## src/include/i2sap_pkg.sv

```systemverilog
package i2sap_pkg;

    // Word length of this port, in bits, for both directions.
    localparam int unsigned WORD_W    = 24;
    // Bit periods per channel slot when this port is master.
    localparam int unsigned SLOT_BITS = 32;
    // Width of the bit counters; the receive and transmit counters saturate at all ones.
    localparam int unsigned CNT_W     = 6;
    // Width of the master half-period divider.
    localparam int unsigned DIV_W     = 8;
    // Number of pins passed through the synchroniser: clock, select, data.
    localparam int unsigned PIN_N     = 3;

    localparam logic [CNT_W-1:0]  CNT_RST  = 6'h00;
    localparam logic [CNT_W-1:0]  CNT_MAX  = 6'h3F;
    localparam logic [CNT_W-1:0]  CNT_WORD = 6'h18;
    localparam logic [CNT_W-1:0]  CNT_SLOT = 6'h1F;
    localparam logic [DIV_W-1:0]  DIV_RST  = 8'h00;
    localparam logic [WORD_W-1:0] WORD_RST = 24'h00_0000;

    // Pin bit positions in the synchroniser vector.
    localparam int unsigned PIN_SCK = 0;
    localparam int unsigned PIN_WS  = 1;
    localparam int unsigned PIN_SD  = 2;

endpackage

```

## src/rtl/i2sap_clkgen.sv

```systemverilog
`timescale 1ns/1ps
`default_nettype none

module i2sap_clkgen
    import i2sap_pkg::*;
(
    // Clock and reset
    input  wire logic             clock,
    input  wire logic             arst_n,
    // Control
    input  wire logic             run,
    input  wire logic [DIV_W-1:0] half_period,
    // Generated link levels
    output logic                  sck_o,
    output logic                  ws_o
);

    typedef struct packed {
        logic [DIV_W-1:0] div_cnt;
        logic             sck;
        logic             ws;
        logic [CNT_W-1:0] bit_cnt;
    } i2sap_gen_s;

    i2sap_gen_s st_q;
    i2sap_gen_s st_d;

    always_comb begin
        st_d = st_q;
        if (!run) begin
            // Stopping returns to idle so that a restart begins a clean slot with select low.
            st_d.div_cnt = DIV_RST;
            st_d.sck     = 1'b0;
            st_d.ws      = 1'b0;
            st_d.bit_cnt = CNT_RST;
        end else if (st_q.div_cnt == half_period) begin
            st_d.div_cnt = DIV_RST;
            st_d.sck     = ~st_q.sck;
            if (st_q.sck) begin
                if (st_q.bit_cnt == CNT_SLOT) begin
                    st_d.bit_cnt = CNT_RST;
                    st_d.ws      = ~st_q.ws;
                end else begin
                    st_d.bit_cnt = st_q.bit_cnt + 6'h01;
                end
            end
        end else begin
            st_d.div_cnt = st_q.div_cnt + 8'h01;
        end
    end

    always_ff @(posedge clock or negedge arst_n) begin
        if (!arst_n) begin
            st_q <= '0;
        end else begin
            st_q <= st_d;
        end
    end

    assign sck_o = st_q.sck;
    assign ws_o  = st_q.ws;

endmodule

`default_nettype wire

```

## src/rtl/i2sap_sync.sv

```systemverilog
`timescale 1ns/1ps
`default_nettype none

module i2sap_sync
    import i2sap_pkg::*;
(
    // Clock and reset
    input  wire logic             clock,
    input  wire logic             arst_n,
    // Asynchronous levels in, synchronised levels out
    input  wire logic [PIN_N-1:0] async_i,
    output logic      [PIN_N-1:0] sync_o
);

    typedef struct packed {
        logic [PIN_N-1:0] stage1;
        logic [PIN_N-1:0] stage2;
    } i2sap_sync_s;

    i2sap_sync_s st_q;
    i2sap_sync_s st_d;

    always_comb begin
        st_d        = st_q;
        st_d.stage1 = async_i;
        st_d.stage2 = st_q.stage1;
    end

    always_ff @(posedge clock or negedge arst_n) begin
        if (!arst_n) begin
            st_q <= '0;
        end else begin
            st_q <= st_d;
        end
    end

    assign sync_o = st_q.stage2;

endmodule

`default_nettype wire

```

## src/rtl/i2sap_top.sv

```systemverilog
`timescale 1ns/1ps
`default_nettype none

module i2sap_top
    import i2sap_pkg::*;
(
    // Clock and reset
    input  wire logic              clock,
    input  wire logic              arst_n,
    // Control levels
    input  wire logic              block_enable,
    input  wire logic              slave_select,
    input  wire logic              tx_select,
    input  wire logic              lr_polarity_select,
    input  wire logic [DIV_W-1:0]  half_period,
    // Bit clock pin
    input  wire logic              bit_clock_pin_zero_i,
    output logic                   bit_clock_pin_zero_o,
    output logic                   bit_clock_pin_zero_oe_n,
    // Word select pin
    input  wire logic              word_select_pin_zero_i,
    output logic                   word_select_pin_zero_o,
    output logic                   word_select_pin_zero_oe_n,
    // Serial data pin
    input  wire logic              serial_data_i,
    output logic                   serial_data_o,
    output logic                   serial_data_oe_n,
    // Transmit samples
    input  wire logic [WORD_W-1:0] tx_left_data,
    input  wire logic [WORD_W-1:0] tx_right_data,
    output logic                   tx_take,
    output logic                   tx_take_left,
    // Received samples
    output logic [WORD_W-1:0]      rx_data,
    output logic                   rx_left,
    output logic                   rx_valid
);

    typedef struct packed {
        logic              sck_prev;
        logic              ws_q;
        logic              start_pend;
        logic [WORD_W-1:0] rx_shift;
        logic [CNT_W-1:0]  rx_cnt;
        logic [WORD_W-1:0] rx_word;
        logic              rx_left;
        logic              rx_valid;
        logic [WORD_W-1:0] tx_shift;
        logic [CNT_W-1:0]  tx_cnt;
        logic              sd_out;
        logic              tx_take;
        logic              tx_take_left;
    } i2sap_core_s;

    i2sap_core_s st_q;
    i2sap_core_s st_d;

    logic [PIN_N-1:0] pins_sync;
    logic             gen_sck;
    logic             gen_ws;
    logic             master_run;
    logic             sck_lvl;
    logic             ws_lvl;
    logic             sd_lvl;
    logic             rise_p;
    logic             fall_p;
    logic             ws_chg;
    logic             new_left;
    logic [WORD_W-1:0] tx_word;

    function automatic logic [CNT_W-1:0] sat_inc(input logic [CNT_W-1:0] cnt);
        sat_inc = (cnt == CNT_MAX) ? cnt : cnt + 6'h01;
    endfunction

    i2sap_sync u_sync (
        .clock   (clock),
        .arst_n  (arst_n),
        .async_i ({serial_data_i, word_select_pin_zero_i, bit_clock_pin_zero_i}),
        .sync_o  (pins_sync)
    );

    assign master_run = block_enable & ~slave_select;

    i2sap_clkgen u_clkgen (
        .clock       (clock),
        .arst_n      (arst_n),
        .run         (master_run),
        .half_period (half_period),
        .sck_o       (gen_sck),
        .ws_o        (gen_ws)
    );

    assign sck_lvl = slave_select ? pins_sync[PIN_SCK] : gen_sck;
    assign ws_lvl  = slave_select ? pins_sync[PIN_WS] : gen_ws;
    assign sd_lvl  = pins_sync[PIN_SD];

    // Pin edges are seen two clocks late, so the bit clock must span several system clocks.
    assign rise_p = block_enable & sck_lvl & ~st_q.sck_prev;
    assign fall_p = block_enable & ~sck_lvl & st_q.sck_prev;
    assign ws_chg = ws_lvl ^ st_q.ws_q;

    assign new_left = st_q.ws_q ^ lr_polarity_select;
    assign tx_word  = new_left ? tx_left_data : tx_right_data;

    always_comb begin
        st_d          = st_q;
        st_d.sck_prev = sck_lvl;
        st_d.rx_valid = 1'b0;
        st_d.tx_take  = 1'b0;
        if (rise_p) begin
            st_d.ws_q = ws_lvl;
            if (!tx_select) begin
                if (st_q.rx_cnt < CNT_WORD) begin
                    st_d.rx_shift[WORD_W-1-st_q.rx_cnt] = sd_lvl;
                end
                st_d.rx_cnt = sat_inc(st_q.rx_cnt);
            end
            if (ws_chg) begin
                st_d.start_pend = 1'b1;
                if (!tx_select) begin
                    st_d.rx_word  = st_d.rx_shift;
                    st_d.rx_left  = st_q.ws_q ^ lr_polarity_select;
                    st_d.rx_valid = 1'b1;
                    st_d.rx_shift = WORD_RST;
                    st_d.rx_cnt   = CNT_RST;
                end
            end
        end
        if (fall_p && tx_select) begin
            if (st_q.start_pend) begin
                st_d.sd_out       = tx_word[WORD_W-1];
                st_d.tx_shift     = {tx_word[WORD_W-2:0], 1'b0};
                st_d.tx_cnt       = 6'h01;
                st_d.start_pend   = 1'b0;
                st_d.tx_take      = 1'b1;
                st_d.tx_take_left = new_left;
            end else begin
                st_d.sd_out   = st_q.tx_shift[WORD_W-1];
                st_d.tx_shift = {st_q.tx_shift[WORD_W-2:0], 1'b0};
                st_d.tx_cnt   = sat_inc(st_q.tx_cnt);
            end
        end else if (fall_p) begin
            st_d.start_pend = 1'b0;
        end
    end

    always_ff @(posedge clock or negedge arst_n) begin
        if (!arst_n) begin
            st_q <= '0;
        end else begin
            st_q <= st_d;
        end
    end

    assign bit_clock_pin_zero_o      = gen_sck;
    assign bit_clock_pin_zero_oe_n   = ~master_run;
    assign word_select_pin_zero_o    = gen_ws;
    assign word_select_pin_zero_oe_n = ~master_run;
    assign serial_data_o             = st_q.sd_out;
    assign serial_data_oe_n          = ~(block_enable & tx_select);

    assign tx_take      = st_q.tx_take;
    assign tx_take_left = st_q.tx_take_left;
    assign rx_data      = st_q.rx_word;
    assign rx_left      = st_q.rx_left;
    assign rx_valid     = st_q.rx_valid;

    ws_capture_a:
    assert property (@(posedge clock) disable iff (!arst_n)
        rise_p |=> (st_q.ws_q == $past(ws_lvl)))
    else $error("Word select not captured on rising edge.");

    rx_store_a:
    assert property (@(posedge clock) disable iff (!arst_n)
        (rise_p && ws_chg && !tx_select) |=> (rx_valid && st_q.rx_cnt == CNT_RST
        && st_q.rx_shift == WORD_RST))
    else $error("Receiver did not store and clear on select change.");

    rx_discard_a:
    assert property (@(posedge clock) disable iff (!arst_n)
        (rise_p && !ws_chg && st_q.rx_cnt >= CNT_WORD) |=> $stable(st_q.rx_shift))
    else $error("Receiver kept a bit beyond its word length.");

    rx_sample_a:
    assert property (@(posedge clock) disable iff (!arst_n)
        (rise_p && !ws_chg && !tx_select && st_q.rx_cnt == CNT_RST)
        |=> (st_q.rx_shift[WORD_W-1] == $past(sd_lvl)))
    else $error("Most significant bit not sampled on rising edge.");

    msb_first_a:
    assert property (@(posedge clock) disable iff (!arst_n)
        (fall_p && tx_select && st_q.start_pend)
        |=> (serial_data_o == $past(tx_word[WORD_W-1])) && tx_take)
    else $error("Most significant bit not sent after select change.");

    zero_pad_a:
    assert property (@(posedge clock) disable iff (!arst_n)
        (fall_p && tx_select && !st_q.start_pend && st_q.tx_cnt >= CNT_WORD)
        |=> (serial_data_o == 1'b0))
    else $error("Slot bits after the word are not zero.");

    tx_edge_a:
    assert property (@(posedge clock) disable iff (!arst_n)
        !fall_p |=> $stable(serial_data_o))
    else $error("Transmit data changed away from a falling edge.");

    pin_dir_a:
    assert property (@(posedge clock) disable iff (!arst_n)
        (slave_select |-> (bit_clock_pin_zero_oe_n && word_select_pin_zero_oe_n))
        and ((block_enable && !slave_select) |-> !bit_clock_pin_zero_oe_n))
    else $error("Clock or select pin direction wrong for mode.");

    polarity_a:
    assert property (@(posedge clock) disable iff (!arst_n)
        (rise_p && ws_chg && !tx_select)
        |=> (rx_left == ($past(st_q.ws_q) ^ $past(lr_polarity_select))))
    else $error("Channel flag disagrees with polarity setting.");

    tx_shift_a:
    assert property (@(posedge clock) disable iff (!arst_n)
        (fall_p && tx_select && !st_q.start_pend)
        |=> (serial_data_o == $past(st_q.tx_shift[WORD_W-1])))
    else $error("Transmit bit not taken from the top of the shifter.");

    rx_pulse_a:
    assert property (@(posedge clock) disable iff (!arst_n)
        rx_valid |=> !rx_valid)
    else $error("Receive strobe lasted more than one cycle.");

    take_pulse_a:
    assert property (@(posedge clock) disable iff (!arst_n)
        tx_take |=> !tx_take)
    else $error("Load strobe lasted more than one cycle.");

    rx_hold_a:
    assert property (@(posedge clock) disable iff (!arst_n)
        !rx_valid |-> ($stable(rx_data) && $stable(rx_left)))
    else $error("Stored sample changed without a store.");

    take_left_a:
    assert property (@(posedge clock) disable iff (!arst_n)
        tx_take |-> (tx_take_left == $past(new_left)))
    else $error("Loaded channel flag disagrees with select level.");

    gen_idle_a:
    assert property (@(posedge clock) disable iff (!arst_n)
        !master_run |=> (!bit_clock_pin_zero_o && !word_select_pin_zero_o))
    else $error("Generated clock or select not idle while master is off.");

    ws_dir_a:
    assert property (@(posedge clock) disable iff (!arst_n)
        (block_enable && !slave_select) |-> !word_select_pin_zero_oe_n)
    else $error("Select pin not driven in master mode.");

    data_dir_a:
    assert property (@(posedge clock) disable iff (!arst_n)
        serial_data_oe_n != (block_enable && tx_select))
    else $error("Data pin direction wrong for mode.");

endmodule

`default_nettype wire
```

## config.mk

```make
export PLATFORM = sky130hd
export DESIGN_NAME = i2sap_top
export DESIGN_NICKNAME = d
export VERILOG_FILES = /design/src/include/i2sap_pkg.sv /design/src/rtl/i2sap_clkgen.sv /design/src/rtl/i2sap_sync.sv /design/src/rtl/i2sap_top.sv
export SDC_FILE = /design/constraint.sdc
export NUM_CORES = 1
export LEC_CHECK = 0
export ABC_AREA = 1
export BUFFER_PORTS_ARGS = -buffer_cell sky130_fd_sc_hd__buf_4
export CAP_MARGIN = 40
export CORE_UTILIZATION = 58
export DETAILED_ROUTE_END_ITERATION = 7
export GPL_ROUTABILITY_DRIVEN = 0
export PLACE_DENSITY = 0.79
export SETUP_SLACK_MARGIN = 0.15
export SYNTH_ARGS = -nofsm -noshare
export SYNTH_HDL_FRONTEND = slang
export SYNTH_HIERARCHICAL = 1
export SYNTH_SLANG_ARGS = --single-unit
```

## constraint.sdc

```tcl
create_clock -name clock -period 2.6 [get_ports clock]
set_clock_uncertainty 0.15 [all_clocks]
set_input_delay 0.26 -clock clock [delete_from_list [all_inputs] [get_ports clock]]
set_output_delay 0.26 -clock clock [all_outputs]
set_load 0.005 [all_outputs]
```

==> results.json <==
{
  "outcome": "completed",
  "clk_latency_ps": 370,
  "syn_nets": 884,
  "worstSetupPathType": "register to register",
  "antenna_found_initial": 0,
  "endpoint_kind": "register",
  "final-setup-viol-count": 0,
  "dp_hpwl_mm": 9.046,
  "grt_max_degree": 48,
  "synth_cell_types": 31,
  "ys_seq_elements": 107,
  "drt-initial-drc-count": 245,
  "max_freq_ghz": 0.5232,
  "yosysWarnings": 6,
  "crit_family": "simple AND/OR/NAND/NOR gates",
  "cp.arrival_ps": 2020,
  "leakagePower_nw": 3.832,
  "htreeDepth": 3,
  "core-area_mm2": 0.009910,
  "slowest_stage": "nor2_2",
  "critPathRequiredTime_ps": 2710,
  "hold_viol": 0,
  "hold-worst-slack_ps": 35.39,
  "drtPass1Iterations": 6,
  "grt_overflow": 0,
  "postCtsHoldBufs": 4,
  "netlist_instances": 813,
  "clockBufferDepth": 2,
  "power_frac_clock_pct": 26.7,
  "startpoint_type": "register",
  "layout_common_cells": "nand2_1 (318), nand3_1 (119), buf_4 (109)",
  "fin_crit_ps": 1911,
  "drt_drc_violations_left": 0,
  "die_w_um": 103.9,
  "grt_first_pass_wirelength_mm": 22.27,
  "grt_pass1_vias": 5004,
  "worstPathCellList": "inv_1 > ha_1 > nand2_1 > nor2_2 > nand3_1 > nand3_1 > nand2_1",
  "drive_above_1_share_pct": 18.96,
  "slew_headroom_pct": 48.66,
  "cp_max_fo": 12,
  "syn_area_per_cell_um2": 7.409,
  "portBuffers": 98,
  "slew_viol_final": 0,
  "numCtsBuffers": 9,
  "die-area_mm2": 0.01080,
  "seqPwrFrac_pct": 48.7,
  "grtUsageTotal_pct": 24.91,
  "cts.sinks": 107,
  "power.density_mw_per_mm2": 626.7,
  "max_stage_delay_ps": 480,
  "r2r_slack_ps": 690,
  "dpl_cell_area_mm2": 0.006594,
  "vdd_drop_max_uv": 468.5,
  "initial_utilization_pct": 60.78,
  "via_per_inst": 5.204,
  "p_comb_share_pct": 24.6,
  "clkTransAtPathRegs_ps": 100,
  "die_h_um": 103.9,
  "boundaryPins": 99,
  "cts_tree": "done",
  "vias": 5303,
  "power_switching_w": 0.001362,
  "post_cts_buffers": 0,
  "nets": 952,
  "grt_setup_unrepaired": "false",
  "antenna_left": 0,
  "layout_commonest_cell": "nand2_1",
  "diodes": 0,
  "critical_path_buf_inv_count": 1,
  "setup_tns_ps": 0,
  "sw_frac_of_total_pct": 31.67,
  "finalWirelength_mm": 12.67,
  "cts_resized": 0,
  "ys_seq_area_share_pct": 44.45,
  "intPower_w": 0.002938,
  "final_area_mm2": 0.006862,
  "routedWlPerCell_um": 12.44,
  "fillers": 834,
  "hp-class": "primary input to register",
  "drv_cap": 0,
  "area_growth_pct": 13.92,
  "netlist_area_mm2": 0.006023,
  "rows": 36,
  "tightest_slew_ps": 769.3,
  "root_buffer": "clkbuf_8",
  "fin_crit_sh_pct": 73.51
}
-- routing by layer --
layer  global-route usage [%]  routed length, um  vias up  share of wire (%)
li1                         -                  -     2655                  -
met1                    31.32               5498     2479                 43
met2                    44.19               6427      153                 51
met3                    4.323                562       16                4.4
met4                    6.735                183        0                1.4
met5                        0                  0        -                  0
-- per-stage QoR --
step,util (%),setup slack (ps),total power (W),instances
finish,69.24,688.8,0.004300,1019
global route,69.24,559.7,0.004569,1019
CTS,69.24,701.2,0.004331,1019
detailed placement,66.54,732.3,0.003178,999
global placement,66.54,794.3,0.003127,999
floorplan,-,1100,0.002852,813
-- cell families (layout without fill, tap and decap cells) --
| logic type | Yosys count | count (layout) | synth area share, % |
|---|---|---|---|
| DFF | 107 | 107 | 44.45 |
| adders and majority gates | 6 | 6 | 1.246 |
| buffers and inverters | 114 | 187 | 10.57 |
| and+or+nand+nor | 550 | 550 | 39.65 |
| xor gates and xnor gates | 6 | 6 | 0.8726 |
| AOI/OAI and AO/OA | 30 | 30 | 3.199 |
-- power groups by stage --
| stage | sequential, W | combinational [W] | clock, W |
|---|---|---|---|
| 2_1_floorplan | 0.00207 | 0.000784 | 0 |
| 3_3_place_gp | 0.00211 | 0.00102 | 0 |
| 3_5_place_dp | 0.00212 | 0.00106 | 0 |
| 4_1_cts | 0.00209 | 0.00106 | 0.00117 |
| 5_1_grt | 0.00213 | 0.00121 | 0.00123 |
| 6_report | 0.00209 | 0.00106 | 0.00115 |
-- state kept, by name, indices dropped and copies added (netlist names), named ones only --
| register | cells |
|---|---|
| tx_take | 1 |
| u_sync/sync_o | 3 |
| u_sync/st_d | 3 |
| tx_take_left | 1 |
| rx_data | 24 |
| rx_left | 1 |
| rx_valid | 1 |
| u_clkgen/ws_o | 1 |
| u_clkgen/st_q | 14 |
| st_q | 50 |
| serial_data_o | 1 |
| u_clkgen/sck_o | 1 |
-- final timing paths --
kind | to | from | cells after the start
worst max-delay path | rx_data[18] | register | 7
worst min-delay path | st_q[17] | tx_right_data[7] | 5
worst max register to register | rx_data[18] | register | 7
worst min register to register | u_sync/sync_o[2] | u_sync/st_d[2] | 0
max in group asynchronous | st_q[24] | arst_n | 3
min in group asynchronous | u_clkgen/st_q[11] | arst_n | 2
-- tightest hold or removal path: stages --
cell and delay [ps]:
buf_4 80, nand2_1 40, nand3_1 50, nand2_1 50
nand2_1 50
-- Yosys cell counts --
library cell / instances / share of area (%)
o21ai_1: 1 / 0.083
a21oi_1: 4 / 0.33
o21a_1: 1 / 0.12
inv_2: 10 / 0.62
dfrtp_1: 107 / 44
buf_4: 30 / 3.7
buf_6: 11 / 2.1
nor2_1: 74 / 4.6
a21o_1: 16 / 2.0
ha_1: 6 / 1.2
nor3_2: 4 / 0.66
nor3b_1: 1 / 0.12
nand4_1: 2 / 0.21
nand2_1: 318 / 20
o21ai_0: 8 / 0.66
xnor2_1: 3 / 0.44
buf_2: 7 / 0.58
nand3_1: 119 / 9.9
xor2_1: 3 / 0.44
buf_1: 3 / 0.19
clkbuf_1: 5 / 0.31
nor2_2: 4 / 0.42
nand2_4: 1 / 0.19
nand2_2: 14 / 1.5
nor2_8: 1 / 0.33
nand3_4: 1 / 0.29
inv_6: 1 / 0.15
inv_1: 47 / 2.9
nor2_4: 4 / 0.75
nor3_1: 3 / 0.25
nand3_2: 4 / 0.66
-- area by class of cell --
| class | count | area, um2 | area share [%] |
|---|---|---|---|
| multi-input cells | 592 | 2709 | 39.48 |
| inverters | 58 | 222.7 | 3.246 |
| repair buffers | 113 | 858.3 | 12.51 |
| well taps | 133 | 166.4 | 2.425 |
| clock inverters | 4 | 72.57 | 1.058 |
| flip-flops and latches | 107 | 2678 | 39.02 |
| clock buffers | 12 | 155.1 | 2.261 |
(Power assumes the default switching activity.)
